--- src/design/dtmf_pkg.sv ---
package dtmf_pkg;
    // ----------------------------------------------------------------
    // time base and timing
    // ----------------------------------------------------------------
    localparam int CLK_HZ = 20_000_000;
    localparam int TB_HZ = 3_579_545;
    localparam logic [31:0] TB_STEP = 32'((64'(TB_HZ) << 32) / 64'(CLK_HZ));
    localparam int MS_W = 12;
    localparam int TB_PER_MS = (TB_HZ + 999) / 1000;
    localparam logic [MS_W-1:0] MS_LAST = MS_W'(TB_PER_MS - 1);
    localparam int CNT_W = 6;
    localparam int RX_ACCEPT_MS = 30;
    localparam int RX_PAUSE_MS = 30;
    localparam int CP_ON_MS = 25;
    localparam int CP_OFF_MS = 30;
    localparam logic [CNT_W-1:0] RX_ACCEPT_LAST = CNT_W'(RX_ACCEPT_MS - 1);
    localparam logic [CNT_W-1:0] RX_PAUSE_LAST = CNT_W'(RX_PAUSE_MS - 1);
    localparam logic [CNT_W-1:0] CP_ON_LAST = CNT_W'(CP_ON_MS - 1);
    localparam logic [CNT_W-1:0] CP_OFF_LAST = CNT_W'(CP_OFF_MS - 1);
    // ----------------------------------------------------------------
    // tones and digit codes
    // ----------------------------------------------------------------
    localparam int TONE_ACC_W = 24;
    function automatic logic [TONE_ACC_W-1:0] tone_step(input int hz);
        logic [63:0] num;
        num = (64'(hz) << TONE_ACC_W) + 64'(TB_HZ / 2);
        return TONE_ACC_W'(num / 64'(TB_HZ));
    endfunction
    localparam logic [TONE_ACC_W-1:0] ROW_STEP [4] = '{tone_step(697), tone_step(770),
                                                       tone_step(852), tone_step(941)};
    localparam logic [TONE_ACC_W-1:0] COL_STEP [4] = '{tone_step(1209), tone_step(1336),
                                                       tone_step(1477), tone_step(1633)};
    // code for row * 4 + column
    localparam logic [3:0] DIGIT_CODE [16] = '{4'h1, 4'h2, 4'h3, 4'hD, 4'h4, 4'h5, 4'h6, 4'hE,
                                               4'h7, 4'h8, 4'h9, 4'hF, 4'hB, 4'hA, 4'hC, 4'h0};
    // ----------------------------------------------------------------
    // register map
    // ----------------------------------------------------------------
    localparam logic [7:0] A_CTRL = 8'h00;
    localparam logic [7:0] A_STATUS = 8'h04;
    localparam logic [7:0] A_MASK = 8'h08;
    localparam logic [7:0] A_STATE = 8'h0C;
    localparam logic [7:0] A_WORD = 8'hFC;
    localparam logic [1:0] CTRL_RESET = 2'h3;
    localparam int CTRL_RX_EN = 0;
    localparam int CTRL_CP_EN = 1;
    localparam int EV_DETECT = 0;
    localparam int EV_RELEASE = 1;
    localparam int EV_CP_ON = 2;
    localparam int EV_CP_OFF = 3;
    localparam logic [1:0] RESP_OKAY = 2'h0;
    localparam logic [1:0] RESP_SLVERR = 2'h2;
    // ----------------------------------------------------------------
    // state types
    // ----------------------------------------------------------------
    typedef enum logic [1:0] {RX_IDLE, RX_QUAL, RX_HOLD} rx_state_e;
    typedef struct packed {
        logic [TONE_ACC_W-1:0] phase;
        logic                  wave;
    } osc_s;
    typedef struct packed {
        logic            aw_got;
        logic            w_got;
        logic [7:0]      awaddr;
        logic [31:0]     wdata;
        logic            wlane0;
        logic            bvalid;
        logic [1:0]      bresp;
        logic            rvalid;
        logic [31:0]     rdata;
        logic [1:0]      rresp;
        logic [1:0]      ctrl;
        logic [3:0]      status;
        logic [3:0]      mask;
        logic            irq;
        logic            strap_ext;
        logic            osc_out;
        logic [31:0]     tb_acc;
        logic            ext_s1;
        logic            ext_s2;
        logic            ext_s3;
        logic [MS_W-1:0] ms_cnt;
        logic            ms_tick;
        rx_state_e       rx_state;
        logic [CNT_W-1:0] rx_cnt;
        logic [3:0]      rx_cand;
        logic [3:0]      rx_code;
        logic            code_valid;
        logic            cp_on;
        logic [CNT_W-1:0] cp_cnt;
        logic            ld_s1;
        logic            ld_s2;
        logic            ld_s3;
        logic            rs_s1;
        logic            rs_s2;
        logic [3:0]      cd_s1;
        logic [3:0]      cd_s2;
        logic [3:0]      gen_code;
        logic            gen_active;
    } st_s;
endpackage

--- src/design/tone_osc.sv ---
`timescale 1ns/1ps
`default_nettype none
module tone_osc #(
    parameter int ACC_W = dtmf_pkg::TONE_ACC_W
) (
    // clock and reset
    input  wire logic             aclk,
    input  wire logic             aresetn,
    // control
    input  wire logic             tick,
    input  wire logic             enable,
    input  wire logic [ACC_W-1:0] step,
    // tone
    output logic                  wave
);
    // ----------------------------------------------------------------
    // parameter check
    // ----------------------------------------------------------------
    if (ACC_W != dtmf_pkg::TONE_ACC_W) begin : g_bad_width
        $error("tone_osc accumulator width must match the package");
    end

    dtmf_pkg::osc_s st;
    dtmf_pkg::osc_s next_st;

    // ----------------------------------------------------------------
    // phase accumulator, square wave from its top bit
    // ----------------------------------------------------------------
    always_comb begin
        next_st = st;
        if (!enable) begin
            next_st = '0;
        end else if (tick) begin
            next_st.phase = st.phase + step;
            next_st.wave = next_st.phase[ACC_W-1];
        end
    end

    always_ff @(posedge aclk) begin
        if (!aresetn) begin
            st <= '0;
        end else begin
            st <= next_st;
        end
    end

    assign wave = st.wave;
endmodule
`default_nettype wire

--- src/design/dtmf_transceiver_digital_core.sv ---
`timescale 1ns/1ps
`default_nettype none
module dtmf_transceiver_digital_core #(
    parameter int TB_PER_MS = dtmf_pkg::TB_PER_MS
) (
    // clock and reset
    input  wire logic        aclk,
    input  wire logic        aresetn,
    // axi4-lite write address and data
    input  wire logic [7:0]  s_axi_awaddr,
    input  wire logic        s_axi_awvalid,
    output logic             s_axi_awready,
    input  wire logic [31:0] s_axi_wdata,
    input  wire logic [3:0]  s_axi_wstrb,
    input  wire logic        s_axi_wvalid,
    output logic             s_axi_wready,
    // axi4-lite write response
    output logic [1:0]       s_axi_bresp,
    output logic             s_axi_bvalid,
    input  wire logic        s_axi_bready,
    // axi4-lite read
    input  wire logic [7:0]  s_axi_araddr,
    input  wire logic        s_axi_arvalid,
    output logic             s_axi_arready,
    output logic [31:0]      s_axi_rdata,
    output logic [1:0]       s_axi_rresp,
    output logic             s_axi_rvalid,
    input  wire logic        s_axi_rready,
    // interrupt
    output logic             irq,
    // receiver tone detectors and outputs
    input  wire logic [3:0]  rx_row_hit,
    input  wire logic [3:0]  rx_col_hit,
    input  wire logic        rx_bus_drive_n,
    output logic [3:0]       rx_code_bits_out,
    output logic             rx_code_bits_oe,
    output logic             code_valid_flag,
    // call progress
    input  wire logic        cp_band_energy,
    output logic             call_progress_present,
    // generator
    input  wire logic [3:0]  gen_code_bits,
    input  wire logic        gen_load_n,
    input  wire logic        gen_reset,
    output logic [1:0]       gen_tone_wave,
    output logic             gen_active,
    // time base
    input  wire logic        osc_pad_in,
    output logic             osc_pad_out,
    input  wire logic        oscillator_select,
    input  wire logic        shared_timebase_clock_in,
    output logic             shared_timebase_clock_out,
    output logic             shared_timebase_clock_oe
);
    dtmf_pkg::st_s st;
    dtmf_pkg::st_s next_st;

    // ----------------------------------------------------------------
    // parameter check
    // ----------------------------------------------------------------
    if (TB_PER_MS < 2 || TB_PER_MS > (1 << dtmf_pkg::MS_W)) begin : g_bad_prescale
        $error("millisecond prescale out of range");
    end

    localparam int              MS_W   = dtmf_pkg::MS_W;
    localparam logic [MS_W-1:0] MS_END = MS_W'(TB_PER_MS - 1);

    logic       pair_ok;
    logic [3:0] pair_code;
    logic [3:0] gen_rc;

    // ----------------------------------------------------------------
    // tone pair decode
    // ----------------------------------------------------------------
    always_comb begin
        logic [1:0] r;
        logic [1:0] c;
        r = '0;
        c = '0;
        for (int i = 0; i < 4; i++) begin
            if (rx_row_hit[i]) r = 2'(i);
            if (rx_col_hit[i]) c = 2'(i);
        end
        pair_ok = $onehot(rx_row_hit) && $onehot(rx_col_hit) && st.ctrl[dtmf_pkg::CTRL_RX_EN];
        pair_code = dtmf_pkg::DIGIT_CODE[{r, c}];
    end

    // generator code back to row and column
    always_comb begin
        gen_rc = '0;
        for (int i = 0; i < 16; i++) begin
            if (dtmf_pkg::DIGIT_CODE[i] == st.gen_code) gen_rc = 4'(i);
        end
    end

    // ----------------------------------------------------------------
    // next state
    // ----------------------------------------------------------------
    always_comb begin
        logic [3:0]  ev;
        logic [3:0]  clr;
        logic [32:0] acc_sum;
        logic        tb_tick;
        logic        load_fall;
        ev = '0;
        clr = '0;
        acc_sum = {1'b0, st.tb_acc} + {1'b0, dtmf_pkg::TB_STEP};
        tb_tick = 1'b0;
        load_fall = st.ld_s3 && !st.ld_s2;
        next_st = st;
        next_st.ms_tick = 1'b0;

        // time base: own oscillator or shared pin
        next_st.strap_ext = osc_pad_in && !oscillator_select;
        next_st.osc_out = !osc_pad_in;
        next_st.ext_s1 = shared_timebase_clock_in;
        next_st.ext_s2 = st.ext_s1;
        next_st.ext_s3 = st.ext_s2;
        next_st.tb_acc = acc_sum[31:0];
        if (st.strap_ext) begin
            tb_tick = st.ext_s2 && !st.ext_s3;
        end else begin
            tb_tick = acc_sum[32];
        end
        if (tb_tick) begin
            if (st.ms_cnt == MS_END) begin
                next_st.ms_cnt = '0;
                next_st.ms_tick = 1'b1;
            end else begin
                next_st.ms_cnt = st.ms_cnt + 1'b1;
            end
        end

        // receiver post-processor
        case (st.rx_state)
            dtmf_pkg::RX_IDLE: begin
                if (pair_ok) begin
                    next_st.rx_state = dtmf_pkg::RX_QUAL;
                    next_st.rx_cand = pair_code;
                    next_st.rx_cnt = '0;
                end
            end
            dtmf_pkg::RX_QUAL: begin
                if (!pair_ok) begin
                    next_st.rx_state = dtmf_pkg::RX_IDLE;
                end else if (pair_code != st.rx_cand) begin
                    next_st.rx_cand = pair_code;
                    next_st.rx_cnt = '0;
                end else if (st.ms_tick) begin
                    if (st.rx_cnt == dtmf_pkg::RX_ACCEPT_LAST) begin
                        next_st.rx_state = dtmf_pkg::RX_HOLD;
                        next_st.rx_code = st.rx_cand;
                        next_st.code_valid = 1'b1;
                        next_st.rx_cnt = '0;
                        ev[dtmf_pkg::EV_DETECT] = 1'b1;
                    end else begin
                        next_st.rx_cnt = st.rx_cnt + 1'b1;
                    end
                end
            end
            dtmf_pkg::RX_HOLD: begin
                if (pair_ok) begin
                    next_st.rx_cnt = '0;
                end else if (st.ms_tick) begin
                    if (st.rx_cnt == dtmf_pkg::RX_PAUSE_LAST) begin
                        next_st.rx_state = dtmf_pkg::RX_IDLE;
                        next_st.rx_code = '0;
                        next_st.code_valid = 1'b0;
                        next_st.rx_cnt = '0;
                        ev[dtmf_pkg::EV_RELEASE] = 1'b1;
                    end else begin
                        next_st.rx_cnt = st.rx_cnt + 1'b1;
                    end
                end
            end
            default: begin
                next_st.rx_state = dtmf_pkg::RX_IDLE;
            end
        endcase

        // call-progress cadence follower
        if (cp_band_energy && st.ctrl[dtmf_pkg::CTRL_CP_EN]) begin
            if (st.cp_on) begin
                next_st.cp_cnt = '0;
            end else if (st.ms_tick) begin
                if (st.cp_cnt == dtmf_pkg::CP_ON_LAST) begin
                    next_st.cp_on = 1'b1;
                    next_st.cp_cnt = '0;
                    ev[dtmf_pkg::EV_CP_ON] = 1'b1;
                end else begin
                    next_st.cp_cnt = st.cp_cnt + 1'b1;
                end
            end
        end else begin
            if (!st.cp_on) begin
                next_st.cp_cnt = '0;
            end else if (st.ms_tick) begin
                if (st.cp_cnt == dtmf_pkg::CP_OFF_LAST) begin
                    next_st.cp_on = 1'b0;
                    next_st.cp_cnt = '0;
                    ev[dtmf_pkg::EV_CP_OFF] = 1'b1;
                end else begin
                    next_st.cp_cnt = st.cp_cnt + 1'b1;
                end
            end
        end

        // generator input synchronisers and latch
        next_st.ld_s1 = gen_load_n;
        next_st.ld_s2 = st.ld_s1;
        next_st.ld_s3 = st.ld_s2;
        next_st.rs_s1 = gen_reset;
        next_st.rs_s2 = st.rs_s1;
        next_st.cd_s1 = gen_code_bits;
        next_st.cd_s2 = st.cd_s1;
        if (st.rs_s2) begin
            next_st.gen_active = 1'b0;
        end else if (load_fall) begin
            next_st.gen_code = st.cd_s2;
            next_st.gen_active = 1'b1;
        end

        // register writes
        if (s_axi_awvalid && s_axi_awready) begin
            next_st.aw_got = 1'b1;
            next_st.awaddr = s_axi_awaddr;
        end
        if (s_axi_wvalid && s_axi_wready) begin
            next_st.w_got = 1'b1;
            next_st.wdata = s_axi_wdata;
            next_st.wlane0 = s_axi_wstrb[0];
        end
        if (st.bvalid && s_axi_bready) begin
            next_st.bvalid = 1'b0;
        end
        if (st.aw_got && st.w_got && !st.bvalid) begin
            next_st.aw_got = 1'b0;
            next_st.w_got = 1'b0;
            next_st.bvalid = 1'b1;
            next_st.bresp = dtmf_pkg::RESP_OKAY;
            if ((st.awaddr & dtmf_pkg::A_WORD) == dtmf_pkg::A_CTRL) begin
                if (st.wlane0) next_st.ctrl = st.wdata[1:0];
            end else if ((st.awaddr & dtmf_pkg::A_WORD) == dtmf_pkg::A_STATUS) begin
                if (st.wlane0) clr = st.wdata[3:0];
            end else if ((st.awaddr & dtmf_pkg::A_WORD) == dtmf_pkg::A_MASK) begin
                if (st.wlane0) next_st.mask = st.wdata[3:0];
            end else if ((st.awaddr & dtmf_pkg::A_WORD) == dtmf_pkg::A_STATE) begin
                next_st.bresp = dtmf_pkg::RESP_OKAY;
            end else begin
                next_st.bresp = dtmf_pkg::RESP_SLVERR;
            end
        end

        // sticky status, a new event beats a clear
        next_st.status = (st.status & ~clr) | ev;
        next_st.irq = |(next_st.status & next_st.mask);

        // register reads
        if (st.rvalid && s_axi_rready) begin
            next_st.rvalid = 1'b0;
        end
        if (s_axi_arvalid && !st.rvalid) begin
            next_st.rvalid = 1'b1;
            next_st.rresp = dtmf_pkg::RESP_OKAY;
            next_st.rdata = '0;
            if ((s_axi_araddr & dtmf_pkg::A_WORD) == dtmf_pkg::A_CTRL) begin
                next_st.rdata[1:0] = st.ctrl;
            end else if ((s_axi_araddr & dtmf_pkg::A_WORD) == dtmf_pkg::A_STATUS) begin
                next_st.rdata[3:0] = st.status;
            end else if ((s_axi_araddr & dtmf_pkg::A_WORD) == dtmf_pkg::A_MASK) begin
                next_st.rdata[3:0] = st.mask;
            end else if ((s_axi_araddr & dtmf_pkg::A_WORD) == dtmf_pkg::A_STATE) begin
                next_st.rdata[11:0] = {st.strap_ext, st.gen_active, st.gen_code,
                                       st.cp_on, st.code_valid, st.rx_code};
            end else begin
                next_st.rresp = dtmf_pkg::RESP_SLVERR;
            end
        end
    end

    // ----------------------------------------------------------------
    // state register
    // ----------------------------------------------------------------
    always_ff @(posedge aclk) begin
        if (!aresetn) begin
            st <= '0;
            st.ctrl <= dtmf_pkg::CTRL_RESET;
            st.ld_s1 <= 1'b1;
            st.ld_s2 <= 1'b1;
            st.ld_s3 <= 1'b1;
        end else begin
            st <= next_st;
        end
    end

    // ----------------------------------------------------------------
    // tone generators, row then column
    // ----------------------------------------------------------------
    for (genvar g = 0; g < 2; g++) begin : g_tone
        logic [dtmf_pkg::TONE_ACC_W-1:0] step;
        assign step = (g == 0) ? dtmf_pkg::ROW_STEP[gen_rc[3:2]] : dtmf_pkg::COL_STEP[gen_rc[1:0]];
        tone_osc #(
            .ACC_W (dtmf_pkg::TONE_ACC_W)
        ) u_osc (
            .aclk    (aclk),
            .aresetn (aresetn),
            .tick    (st.ms_cnt != next_st.ms_cnt),
            .enable  (st.gen_active),
            .step    (step),
            .wave    (gen_tone_wave[g])
        );
    end

    // ----------------------------------------------------------------
    // outputs
    // ----------------------------------------------------------------
    assign s_axi_awready = !st.aw_got && !st.bvalid;
    assign s_axi_wready = !st.w_got && !st.bvalid;
    assign s_axi_bresp = st.bresp;
    assign s_axi_bvalid = st.bvalid;
    assign s_axi_arready = !st.rvalid;
    assign s_axi_rdata = st.rdata;
    assign s_axi_rresp = st.rresp;
    assign s_axi_rvalid = st.rvalid;
    assign irq = st.irq;
    assign rx_code_bits_out = st.rx_code;
    assign rx_code_bits_oe = !rx_bus_drive_n;
    assign code_valid_flag = st.code_valid;
    assign call_progress_present = st.cp_on;
    assign gen_active = st.gen_active;
    assign osc_pad_out = st.osc_out;
    assign shared_timebase_clock_out = st.tb_acc[31];
    assign shared_timebase_clock_oe = !st.strap_ext;
endmodule
`default_nettype wire

--- config.mk ---
export PLATFORM = sky130hd
export DESIGN_NAME = dtmf_transceiver_digital_core
export DESIGN_NICKNAME = d
export VERILOG_FILES = /design/src/design/dtmf_pkg.sv /design/src/design/tone_osc.sv /design/src/design/dtmf_transceiver_digital_core.sv
export SDC_FILE = /design/constraint.sdc
export NUM_CORES = 1
export LEC_CHECK = 0
export ABC_CLOCK_PERIOD_IN_PS = 3650
export BUFFER_PORTS_ARGS = -buffer_cell sky130_fd_sc_hd__buf_2
export CORE_ASPECT_RATIO = 1.4
export CORE_UTILIZATION = 54
export CTS_CLUSTER_SIZE = 14
export DETAILED_ROUTE_END_ITERATION = 12
export GPL_ROUTABILITY_DRIVEN = 0
export GPL_TIMING_DRIVEN = 0
export PLACE_DENSITY = 0.76
export SLEW_MARGIN = 40
export SYNTH_ARGS = -nofsm -noshare
export SYNTH_HDL_FRONTEND = slang
export SYNTH_HIERARCHICAL = 1
export SYNTH_SLANG_ARGS = --single-unit
export TNS_END_PERCENT = 30
--- constraint.sdc ---
create_clock -name aclk -period 3.65 [get_ports aclk]
set_clock_uncertainty 0.15 [all_clocks]
set_input_delay 0.73 -clock aclk [delete_from_list [all_inputs] [get_ports aclk]]
set_output_delay 0.73 -clock aclk [all_outputs]
set_load 0.03 [all_outputs]
== Yosys cells after proc, flatten, opt, wreduce, memory -nomap -nowiden ==
Memories as Yosys holds them, arrays and structs flattened.
Cells that the tools add are included.

* Flip-flop bits (word level): 186
* Bits in read-only memories: 64
* Input bits: 78
* Output and inout bits: 55
* Memories kept: 1

{| class="wikitable"
|+ Memory list
! memory !! words !! bits a word !! read ports !! clocked after memory_dff !! write ports !! line !! text
|-
| (no name shown) || 16 || 4 || 1 || 0 || 0 || dtmf_transceiver_digital_core.sv:85 || <nowiki>pair_code = dtmf_pkg::DIGIT_CODE[{r, c}];</nowiki>
|}

* Add/sub/neg operators: 12
* Magnitude comparators: 3
* Equal/unequal tests: 46
* Muxes and demuxes: 109
* Bitwise operators: 9
* Reduce and logical (&&, ||, !) cells: 46

{| class="wikitable"
|+ Operator list
! cell !! number
|-
| 4-bit 2-to-1 mux || 26
|-
| 24-bit binary-select mux with 2-bit select || 2
|-
| 24-bit 2-to-1 mux || 4
|-
| 24-bit adder || 2
|-
| 6-bit 2-to-1 mux || 7
|-
| 2-bit 2-to-1 mux || 20
|-
| 12-bit 2-to-1 mux || 3
|-
| 35-bit 2-to-1 mux || 1
|-
| 32-bit by 30-bit adder with 33-bit output (second input constant) || 1
|-
| 4-bit equality test (first input constant) || 8
|-
| 8-bit 2-to-1 mux || 4
|-
| 5-bit 2-to-1 mux || 6
|-
| 1-bit 2-to-1 mux || 25
|-
| 6-bit by 2-bit equality test with 1-bit output (second input constant) || 4
|-
| 7-bit 2-to-1 mux || 3
|-
| 6-bit by 5-bit equality test with 1-bit output (second input constant) || 3
|-
| 2-bit != test (second input constant) || 9
|-
| 3-bit != test (second input constant) || 6
|-
| 6-bit one-hot mux with 3 select lines || 1
|-
| 3-bit by 4-bit equality test with 1-bit output (first input constant) || 4
|-
| 8-bit zero test || 2
|-
| 1-bit logical AND || 15
|-
| 15-bit 2-to-1 mux || 1
|-
| 13-bit 2-to-1 mux || 1
|-
| 39 further kinds || 67
|}

== Depth between registers and ports, before layout ==
Gate-level depths: netlist of run 1.

* Word-level depth: 21
* Mapped depth: 16

== Hierarchy ==
The synthesis of run 1 kept the hierarchy.

{| class="wikitable"
|+ By module, submodules not included
! module !! instances !! cells each !! area each (um2) !! sequential area each (um2)
|-
| dtmf_transceiver_digital_core || 1 || 797 || 6867.8 || 2642.5
|-
| tone_osc at g_tone[0].u_osc || 1 || 266 || 2095.8 || 480.5
|-
| tone_osc at g_tone[1].u_osc || 1 || 246 || 1998.2 || 480.5
|}

== Worst setup path before layout of run 1 ==
Ideal clock, no wire load.

* Path kind: register to register
* From: register st[3] (netlist bit)
* To: register g_tone[0].u_osc/st[24] (netlist bit)
* Library setup time: 0.073 ns
* Arrival time: 3.451 ns
* Data required time: 3.427 ns
* Path slack: -0.024 ns
* Stages on the path, launching flop included: 15
* Buffers on the path: 1
* Period minus slack after synthesis: 3.674 ns
* Path through: dfxtp_1 clkbuf_1 o21ai_0 a221oi_1 inv_1 ha_1 or2_2 ha_1 nand4_1 nor4_4 nand4b_1 o211ai_1 a211oi_1 or4_1 a21oi_1

* Word-level cells in the longest chain between the ends: 18
* Elaborated cells between the ends (all ways): 29
* Those cells by class: add/sub: 1; eq/ne: 11; mux: 15; bitwise: 1; reduce/logical: 1

{| class="wikitable"
|+ Ends and longest elaborated chain
! what !! line !! text
|-
| from (decl) || dtmf_transceiver_digital_core.sv:55 || <nowiki>dtmf_pkg::st_s st;</nowiki>
|-
| from (signal assigned) || dtmf_transceiver_digital_core.sv:292 || <nowiki>st <= next_st;</nowiki>
|-
| 3-bit by 4-bit equality test with 1-bit output || dtmf_transceiver_digital_core.sv:92 || <nowiki>if (dtmf_pkg::DIGIT_CODE[i] == st.gen_code) gen_rc = 4'(i);</nowiki>
|-
| 4-bit 2-to-1 mux (11 in a row) || dtmf_transceiver_digital_core.sv:92 ||
|-
| 4-bit 2-to-1 mux * || dtmf_transceiver_digital_core.sv:92 ||
|-
| 2-bit NOT with 3-bit output * || - ||
|-
| 24-bit binary-select mux with 2-bit select * || - ||
|-
| 24-bit 2-to-1 mux (implied by the code) * (2 in a row) || dtmf_transceiver_digital_core.sv:301 || <nowiki>assign step = (g == 0) ? dtmf_pkg::ROW_STEP[gen_rc[3:2]] : dtmf_pkg::COL_STEP[gen_rc[1:0]];</nowiki>
|-
| named net g_tone[0].step (one bit) || dtmf_transceiver_digital_core.sv:300 || <nowiki>logic [dtmf_pkg::TONE_ACC_W-1:0] step;</nowiki>
|-
| 24-bit adder * || tone_osc.sv:34 || <nowiki>next_st.phase = st.phase + step;</nowiki>
|-
| to (signal assigned) || tone_osc.sv:43 || <nowiki>st <= next_st;</nowiki>
|-
| to (decl) || tone_osc.sv:23 || <nowiki>dtmf_pkg::osc_s st;</nowiki>
|}

Mark *: on every way through the listed nets, which the timed path passes. The rest lies on a longest branch. The select of a mux whose other input is x is not followed.
A chain may end at the register's enable or synchronous reset.

== Final worst setup path of run 1 ==
* From: register st[2] (netlist bit)
* To: register g_tone[1].u_osc/st[22] (netlist bit)

* Word-level cells in the longest chain between the ends: 21
* Elaborated cells between the ends (all ways): 35
* Those cells by class: add/sub: 1; eq/ne: 14; mux: 18; bitwise: 1; reduce/logical: 1

{| class="wikitable"
|+ Ends and longest elaborated chain
! what !! line
|-
| 2-bit by 4-bit equality test with 1-bit output || dtmf_transceiver_digital_core.sv:92
|-
| 1-bit 2-to-1 mux || dtmf_transceiver_digital_core.sv:92
|-
| 2-bit 2-to-1 mux (2 in a row) || dtmf_transceiver_digital_core.sv:92
|-
| 4-bit 2-to-1 mux (11 in a row) || dtmf_transceiver_digital_core.sv:92
|-
| 4-bit 2-to-1 mux * || dtmf_transceiver_digital_core.sv:92
|-
| 2-bit NOT with 3-bit output (implied by the code) * || dtmf_transceiver_digital_core.sv:301
|-
| 24-bit binary-select mux with 2-bit select * || dtmf_transceiver_digital_core.sv:301
|-
| 24-bit 2-to-1 mux (implied by the code) * (2 in a row) || dtmf_transceiver_digital_core.sv:301
|-
| named net g_tone[1].step (one bit) || dtmf_transceiver_digital_core.sv:300
|-
| 24-bit adder * || tone_osc.sv:34
|-
| to (signal assigned) || tone_osc.sv:43
|-
| to (decl) || tone_osc.sv:23
|}

Marks and branches as above.

==> impl_metrics.toml, run 1 <==
[status]
status = "finished clean"

[clocking]
path_clk_slew_ps = 70
cts-htree-levels = 4
cts-hold-fix-buffers = 0
clock_path_buffers = 2
cts.sinks = 180
clock-root-buffer = "clkbuf_16"
cts_tree = "done"
numCtsBuffers = 17
clk_latency_ps = 440

[sta]
period_minus_slack_ps = 3560
worstMarginPinSlew_ps = 763
slew_headroom = 0.491
finalHoldWorstSlack_ps = 260
setup_viol = 0
fin_crit_sh = 0.974
finalHoldViolations = 0
setup_slack_ps = 94.5
tns_ps = 0
fmax_ghz = 0.281
rsz0062_at_grt = "yes"
drv_slew = 0

[global_routing]
grtUsageTotal = 0.254
grt_max_degree = 17
overflow = 0
grt_pass1_wl_um = 42400
first_global_vias = 9271
antenna_found_initial = 0

[synthesis]
synth_top_area_share = 0.329
synth_cells = 1309
async_flop_share = 0
synthTopCellsByCount = "dfxtp_1 (180), nor2_1 (167), nand2_1 (92)"
ys_warn_count = 6
syn-cell-area_mm2 = 0.0110
yosys_register_bits = 180
synth_top_cell_by_area = "dfxtp_1"
synth_most_common_cell = "dfxtp_1"
synth_edf_count = 0
ys_seq_area_frac = 0.329
syn-mean-instance-area_um2 = 8.37
ys_types = 89
ys.flop_type = "dfxtp_1"
synth.area.top_cells = "dfxtp_1 (33%), ha_1 (8.8%), nor2_1 (5.7%), mux2i_1 (4.0%), a21oi_1 (3.7%)"

[cells_and_area]
antenna_cells = 0
stdcell_count = 1730
finish.instance_area_mm2 = 0.0128
num-nets-final = 1625
drive_gt1_frac = 0.166
area_growth_pct = 16.3
postLayoutCoreUtil = 0.643

[place]
portBuffers = 75
pre_cts_slack_ps = -465
place_area_mm2 = 0.0118
dp.cells = 1686
hpwl_um = 18900

[die]
die_x_um = 122
rows = 61
die_h_um = 171
start_util = 0.552
ios = 133
coreArea_mm2 = 0.0198
die_area_mm2 = 0.0209

[detailed_routing]
num_vias = 9826
via_per_inst = 5.68
wl_per_cell_um = 15.2
firstDrtPassIters = 5
drtAntennaViolNets = 0
route.detailed.drc = 0
wirelength_um = 26200
initialDrtViolationCount = 515

[worst_setup_path]
critical-path-slowest-cell = "or4_1"
cp.arrival_ps = 3710
worstSetupPathType = "flip-flop to flip-flop"
r2r_cells = 14
slowest_delay_ps = 450
cp_max_fo = 10
crit_start = "st[2]$_SDFFE_PN0P_"
rr_endpoint = "g_tone[1].u_osc/st[22]$_SDFFE_PN0P_"
path_buf_inv = 2
critPathTopFamily = "compound AO/OA/AOI/OAI gates"
startpoint_type = "flip-flop"
end_kind = "flip-flop"
crit_chain = "buf_6, nor2b_1, or4_1, nand3_2, ha_1, ha_1, buf_6, a21o_1, a21o_2, a221oi_2, o41ai_2, a221oi_2, xor2_1, o21ai_1"
worst_ep_required_time_ps = 3810
r2r_start = "st[2]$_SDFFE_PN0P_"
r2r_slack_ps = 90

[power_and_ir_drop]
peakVddDrop_mv = 0.349
p_leak_nw = 5.50
powerDensity_mw_per_mm2 = 403
total_power_mw = 5.14

[job]
maxCapViolCount = 0

[min_path]
min_to = "next_st[15]$_SDFF_PN1_"
min_path_cells = 1
hp-start = "next_st[16]$_SDFF_PN1_"
worstHoldPathType = "flip-flop to flip-flop"
[routing by layer]
layer,vias up,share of wire,global-route usage,wire [um]
met3,36,0.039,0.0460,1020
met5,-,0,0,0
met1,4658,0.42,0.282,11000
met2,230,0.52,0.472,13700
li1,4902,-,-,-
met4,0,0.022,0.0976,570
[cell families (layout without fill, tap and decap cells)]
logic type,Yosys count,after routing,synth area share
simple gates,469,469,0.209
compound gates,321,321,0.198
flops,180,180,0.329
buf+inv,142,261,0.0676
fa+ha+maj,81,81,0.0952
xor+xnor,59,59,0.0471
mux,55,55,0.0535
other cells,2,52,0.000685
[cell usage in the layout (no fill, tap or decap), drive strengths merged, types with 19 or more instances in the layout]
cell	n
a21o	19
xor2	29
conb	52
a21oi	82
nand2	92
nand3	39
xnor2	30
clkbuf	52
inv	53
dfxtp	180
o21ai	69
nand2b	20
ha	77
nor3	27
mux2i	44
buf	145
and2	23
nor2	168
[power breakdown]
part	internal, mW	switching (mW)	total (mW)
sequential	2.12	0.163	2.28
combinational	0.428	0.588	1.02
clock	1.04	0.799	1.84
total	3.59	1.55	5.14
[flip-flops by register name, summed over array words and instances (netlist names), 4 cells and up]
signal            count
g_tone.u_osc/st      48
next_st               9
rx_code_bits_out      4
s_axi_rdata          12
st                   97
[worst max path at each step]
stage,end,slack [ps],depth (start not counted)
2_1_floorplan,g_tone[0].u_osc/st[24]$_SDFFE_PN0P_,40,14
3_3_place_gp,g_tone[0].u_osc/st[21]$_SDFFE_PN0P_,-700,13
3_5_place_dp,g_tone[0].u_osc/st[19]$_SDFFE_PN0P_,-470,15
4_1_cts,g_tone[0].u_osc/st[24]$_SDFFE_PN0P_,10,15
5_1_grt,g_tone[0].u_osc/st[24]$_SDFFE_PN0P_,-30,15
6_report,g_tone[1].u_osc/st[22]$_SDFFE_PN0P_,90,14
[repair_timing]
action                     4_1_cts  5_1_grt
pin swaps                       10       17
buffers inserted                 6        8
resized for setup               21       35
setup endpoints to repair       29       36
[final cells by class]
cell class,instances,area (um^2)
fillers,1748,7090
flip-flops and latches,180,3610
clock inverters,11,130
well taps,252,315
repair buffers,89,480
inverters,53,201
clock buffers,20,457
plain buffers,88,562
multi-input cells,1037,7000
No activity file was read; power rests on OpenSTA's default activity.
==> run 2: changes to the inputs <==
--- a/config.mk
+++ b/config.mk
@@ -8,12 +8,14 @@
 export ABC_CLOCK_PERIOD_IN_PS = 3650
 export BUFFER_PORTS_ARGS = -buffer_cell sky130_fd_sc_hd__buf_2
 export CORE_ASPECT_RATIO = 1.4
-export CORE_UTILIZATION = 54
+export CORE_MARGIN = 3
+export CORE_UTILIZATION = 55
+export CTS_BUF_LIST = sky130_fd_sc_hd__clkbuf_2 sky130_fd_sc_hd__clkbuf_4 sky130_fd_sc_hd__clkbuf_8
 export CTS_CLUSTER_SIZE = 14
 export DETAILED_ROUTE_END_ITERATION = 12
 export GPL_ROUTABILITY_DRIVEN = 0
 export GPL_TIMING_DRIVEN = 0
-export PLACE_DENSITY = 0.76
+export PLACE_DENSITY = 0.77
 export SLEW_MARGIN = 40
 export SYNTH_ARGS = -nofsm -noshare
 export SYNTH_HDL_FRONTEND = slang
==> impl_metrics.toml, run 2 (synthesis results as in run 1) <==
[die]
ios = 133
die_h_um = 173
start_util = 0.566
die_area_mm2 = 0.0217
coreArea_mm2 = 0.0194
die_x_um = 125
rows = 60

[power_and_ir_drop]
powerDensity_mw_per_mm2 = 375
p_int_mw = 3.25
p_switching_mw = 1.52
peakVddDrop_mv = 0.367
pwr-share-clk = 0.309
pwr-share-seq = 0.478
combPwrFrac = 0.213
p_leak_nw = 5.51
total_power_mw = 4.77
switching_share = 0.318

[cells_and_area]
multi_input_area_mm2 = 0.00705
seqCellArea_mm2 = 0.00361
num-nets-final = 1639
final_cell_mix = "dfxtp_1 (177), nor2_1 (166), nand2_1 (91)"
drive_gt1_frac = 0.177
largest_register = "st"
area_growth_pct = 16.2
final_common_cell = "dfxtp_1"
nFillCells = 1678
largest_reg_flops = 97
antenna_cells = 0
stdcell_count = 1740

[sta]
rsz0062_at_grt = "yes"
fmax_ghz = 0.275
fin_crit_sh = 0.997
period_minus_slack_ps = 3640
slew_headroom = 0.491
drv_slew = 0
worstMarginPinSlew_ps = 764
setup_viol = 0
finalHoldViolations = 0

[detailed_routing]
firstDrtPassIters = 8
initialDrtViolationCount = 476
drtAntennaViolNets = 0
wirelength_um = 26300
num_vias = 9823
wl_per_cell_um = 15.1
route.detailed.drc = 0
via_per_inst = 5.65

[worst_setup_path]
end_kind = "flip-flop"
cp.arrival_ps = 3880
r2r_start = "st[1]$_SDFFE_PN0P_"
cp_max_fo = 6
worst_ep_required_time_ps = 3890
startpoint_type = "flip-flop"
crit_start = "st[1]$_SDFFE_PN0P_"
worstSetupPathType = "flip-flop to flip-flop"

[clocking]
clock-root-buffer = "clkbuf_8"
path_clk_slew_ps = 90
clock_path_buffers = 2
numCtsBuffers = 17
clk_latency_ps = 470
cts.sinks = 180
cts-htree-levels = 4
cts_tree = "done"

[global_routing]
grt_pass1_wl_um = 42200
grtUsageTotal = 0.230
first_global_vias = 9337
overflow = 0
antenna_found_initial = 0
grt_max_degree = 17

[min_path]
hp-start = "oscillator_select"
worstHoldPathType = "input pin to flip-flop"

[status]
status = "finished clean"

[place]
portBuffers = 75
hpwl_um = 19100
dp.cells = 1682

[job]
maxCapViolCount = 0
run 2: power groups by stage:
stage	Combinational, mW	Sequential (mW)	Clock (mW)
global placement	0.945	2.31	0
detailed placement	0.971	2.32	0
global route	1.13	2.30	1.57
CTS	0.988	2.27	1.50
finish	1.02	2.28	1.47
floorplan	0.775	2.29	0
run 2: cell type report:
class                      instances  share of cell area
clock buffer                      18              0.0194
tap                              248              0.0244
clock inverter                    13              0.0138
buffer                            89              0.0446
multi-input combinational       1037               0.554
inverter                          53              0.0158
sequential                       180               0.283
timing repair buffer             102              0.0450
run 2: final timing paths:
path	cells past startpoint	end	slack, ps
min	2	st[91]$_SDFF_PN0_	270
max reg2reg	15	g_tone[0].u_osc/st[24]$_SDFFE_PN0P_	10
max	15	g_tone[0].u_osc/st[24]$_SDFFE_PN0P_	10
min reg2reg	1	next_st[15]$_SDFF_PN1_	280
run 2: worst max-delay path: stages, from the launching register on:
cell	delay [ps]
dfxtp_2	330
buf_6	130
nor2b_4	130
or3_1	350
nand3_2	110
inv_4	60
ha_4	150
or2_4	250
ha_4	290
nand4_1	200
nor4_4	340
nand4b_1	140
o211ai_1	160
a211oi_2	100
or4_4	540
a21oi_2	120
run 2: metrics by stage:
step | cell area [um^2] | setup TNS [ps] | utilization | worst slack [ps] | hold slack (ps)
after floorplan | 11200 | 0 | - | 39.9 | 236
after global placement | 11800 | -11630 | 0.611 | -634 | 245
after detailed placement | 11800 | -7170 | 0.611 | -522 | 253
after CTS | 12400 | 0 | 0.641 | 7.64 | 238
after global routing | 12700 | -335 | 0.658 | -124 | 250
final | 12700 | 0 | 0.658 | 9.88 | 268
run 2: routing by layer:
metal	routed length, um	global-route usage	share of wire
met5	0	0	0
met4	779	0.0963	0.030
met3	935	0.0331	0.036
met2	13500	0.429	0.51
met1	11100	0.258	0.42
run 2: what timing repair did:
| item | in CTS | in global routing |
|---|---|---|
| buffers inserted | 7 | 19 |
| cloned | 0 | 1 |
| hold buffers | 0 | 0 |
| setup endpoints to repair | 27 | 32 |
| gates resized for setup | 21 | 46 |
| pin swaps | 12 | 28 |
==> run 3: changes to the inputs <==
--- a/config.mk
+++ b/config.mk
@@ -5,17 +5,18 @@
 export SDC_FILE = /design/constraint.sdc
 export NUM_CORES = 1
 export LEC_CHECK = 0
+export ABC_AREA = 1
 export ABC_CLOCK_PERIOD_IN_PS = 3650
 export BUFFER_PORTS_ARGS = -buffer_cell sky130_fd_sc_hd__buf_2
 export CORE_ASPECT_RATIO = 1.4
 export CORE_MARGIN = 3
-export CORE_UTILIZATION = 55
+export CORE_UTILIZATION = 50
 export CTS_BUF_LIST = sky130_fd_sc_hd__clkbuf_2 sky130_fd_sc_hd__clkbuf_4 sky130_fd_sc_hd__clkbuf_8
 export CTS_CLUSTER_SIZE = 14
 export DETAILED_ROUTE_END_ITERATION = 12
 export GPL_ROUTABILITY_DRIVEN = 0
 export GPL_TIMING_DRIVEN = 0
-export PLACE_DENSITY = 0.77
+export PLACE_DENSITY = 0.7
 export SLEW_MARGIN = 40
 export SYNTH_ARGS = -nofsm -noshare
 export SYNTH_HDL_FRONTEND = slang
==> impl_metrics.toml, run 3 <==
[power_and_ir_drop]
powerDensity_mw_per_mm2 = 354
total_power_mw = 4.97
p_leak_nw = 7.45
peakVddDrop_mv = 0.301

[sta]
finalHoldViolations = 0
rsz0062_at_grt = "no"
slew_headroom = 0.551
finalHoldWorstSlack_ps = 247
period_minus_slack_ps = 3200
fmax_ghz = 0.313
setup_viol = 0
worstMarginPinSlew_ps = 673
fin_crit_sh = 0.876
drv_slew = 0

[detailed_routing]
firstDrtPassIters = 7
num_vias = 12238
wirelength_um = 30800
drtAntennaViolNets = 0
route.detailed.drc = 0
initialDrtViolationCount = 520
wl_per_cell_um = 12.3
via_per_inst = 4.90

[worst_setup_path]
cp.arrival_ps = 3380
critical-path-slowest-cell = "fa_1"
slowest_delay_ps = 500
worstSetupPathType = "input pin to flip-flop"
worst_ep_required_time_ps = 3830
end_kind = "flip-flop"
cp_max_fo = 7
crit_chain = "buf_2, inv_2, fa_1, inv_1, ha_1, ha_1, nor3_1, nand4_1, inv_1, nor2_1, nor3_2, nand2_1, nand2_1, a21oi_1"
startpoint_type = "input pin"

[synthesis]
synth_compound_area_frac = 0.112
synth_top_family_by_area = "simple AND/OR/NAND/NOR gates"
synthSimpleGateAreaFrac = 0.356
syn-mean-instance-area_um2 = 6.24
async_flop_share = 0
synthXorXnorAreaFrac = 0.0159
synth_cells = 2029
ys.flop_type = "dfxtp_1"
synthTopCellsByCount = "nand2_1 (525), inv_1 (362), nor2_1 (249)"
syn-cell-area_mm2 = 0.0127
synthMuxAreaShare = 0
synth_edf_count = 0
ys_warn_count = 6
synth.area.top_cells = "dfxtp_1 (28%), nand2_1 (16%), inv_1 (11%), ha_1 (7.6%), nor2_1 (7.4%)"
synth_top_area_share = 0.285
ys_types = 51
yosys_register_bits = 180
ys_seq_area_frac = 0.285
synth_adder_area_share = 0.0824
synth_most_common_cell = "nand2_1"
synth_top_cell_by_area = "dfxtp_1"

[status]
status = "finished clean"

[die]
ios = 133
coreArea_mm2 = 0.0248
start_util = 0.512
die_h_um = 194
die_area_mm2 = 0.0273
rows = 68
die_x_um = 141

[clocking]
cts-hold-fix-buffers = 0
clock_path_buffers = 2
cts_tree = "done"
ctsResizeCount = 0
cts-htree-levels = 4
clk_latency_ps = 470
numCtsBuffers = 17
clock-root-buffer = "clkbuf_8"
cts.sinks = 180
post-cts-setup-buffers = 0
path_clk_slew_ps = 100

[cells_and_area]
final_common_cell = "nand2_1"
area_growth_pct = 10.7
drive_gt1_frac = 0.112
finish.instance_area_mm2 = 0.0140
largest_register = "st"
largest_reg_flops = 97
stdcell_count = 2498
nFillCells = 2560
num-nets-final = 2329
antenna_cells = 0
final_cell_mix = "nand2_1 (525), inv_1 (362), nor2_1 (249)"

[global_routing]
overflow = 0
grtUsageTotal = 0.227
grt_max_degree = 18
antenna_found_initial = 0
first_global_vias = 11659
grt_pass1_wl_um = 52100

[job]
maxCapViolCount = 0

[min_path]
worstHoldPathType = "input pin to flip-flop"

[place]
dp.cells = 2465
hpwl_um = 24500
place_area_mm2 = 0.0136
portBuffers = 75
## run 3: changes by cell type after synthesis, moves of 23 or more
| cell | before | now |
|---|---|---|
| nor2_1 | 167 | 249 |
| inv_1 | 52 | 362 |
| nand2_1 | 92 | 525 |
| nand4_1 | 11 | 34 |
| nand2_2 | 0 | 23 |
| a21oi_1 | 80 | 121 |
| nand3_1 | 39 | 116 |
| mux2i_1 | 44 | 0 |
| xnor2_1 | 30 | 4 |
## run 3: power by group
group          switching (mW)  leakage, nW  internal (mW)
clock                   0.805        0.202          0.637
combinational           0.885         5.78          0.437
sequential              0.110         1.47           2.09
## run 3: cell families after synthesis
family / after synthesis
simple gates: 1033
buf+inv: 448
compound gates: 262
flops: 180
fa+ha+maj: 81
xor+xnor: 23
other cells: 2
## run 3: layout make-up
| class | count | area [um^2] | share of cell area |
|---|---|---|---|
| buffer | 73 | 474 | 0.0338 |
| clock buffer | 18 | 241 | 0.0172 |
| clock inverter | 14 | 164 | 0.0117 |
| inverter | 375 | 1410 | 0.100 |
| multi-input combinational | 1447 | 7350 | 0.524 |
| sequential | 180 | 3600 | 0.257 |
| tap | 315 | 394 | 0.0281 |
| timing repair buffer | 76 | 387 | 0.0276 |
## run 3: stage by stage
stage	worst slack, ps	utilization	setup TNS [ps]
after CTS	447	0.566	0
after global placement	42.0	0.550	0
after detailed placement	-21.1	0.550	-88.3
after floorplan	459	-	0
final	454	0.566	0
after global routing	163	0.566	0
## run 3: worst paths after layout
kind | startpoint | end | slack (ps) | depth (start not counted)
setup / recovery | rx_row_hit[3] | rx_code_bits_out[0]$_SDFFE_PN0P_ | 450 | 14
hold / removal | oscillator_select | st[91]$_SDFF_PN0_ | 250 | 2
setup reg to reg | st[58]$_SDFF_PN0_ | g_tone[0].u_osc/st[10]$_SDFFE_PN0P_ | 520 | 20
hold reg to reg | next_st[6]$_SDFF_PN0_ | st[6]$_SDFF_PN0_ | 270 | 2
## run 3: worst max-delay path: cells and delay by family
family          cells  cell delay [ps]
simple gates        6             1150
fa+ha+maj           3              940
buf+inv             4              480
compound gates      1               60
## run 3: layer usage
| layer | vias to the layer above | track usage | share of wire |
|---|---|---|---|
| li1 | 6523 | - | - |
| met5 | - | 0 | 0 |
| met3 | 62 | 0.0332 | 0.032 |
| met2 | 225 | 0.426 | 0.51 |
| met1 | 5428 | 0.256 | 0.42 |
| met4 | 0 | 0.0815 | 0.028 |
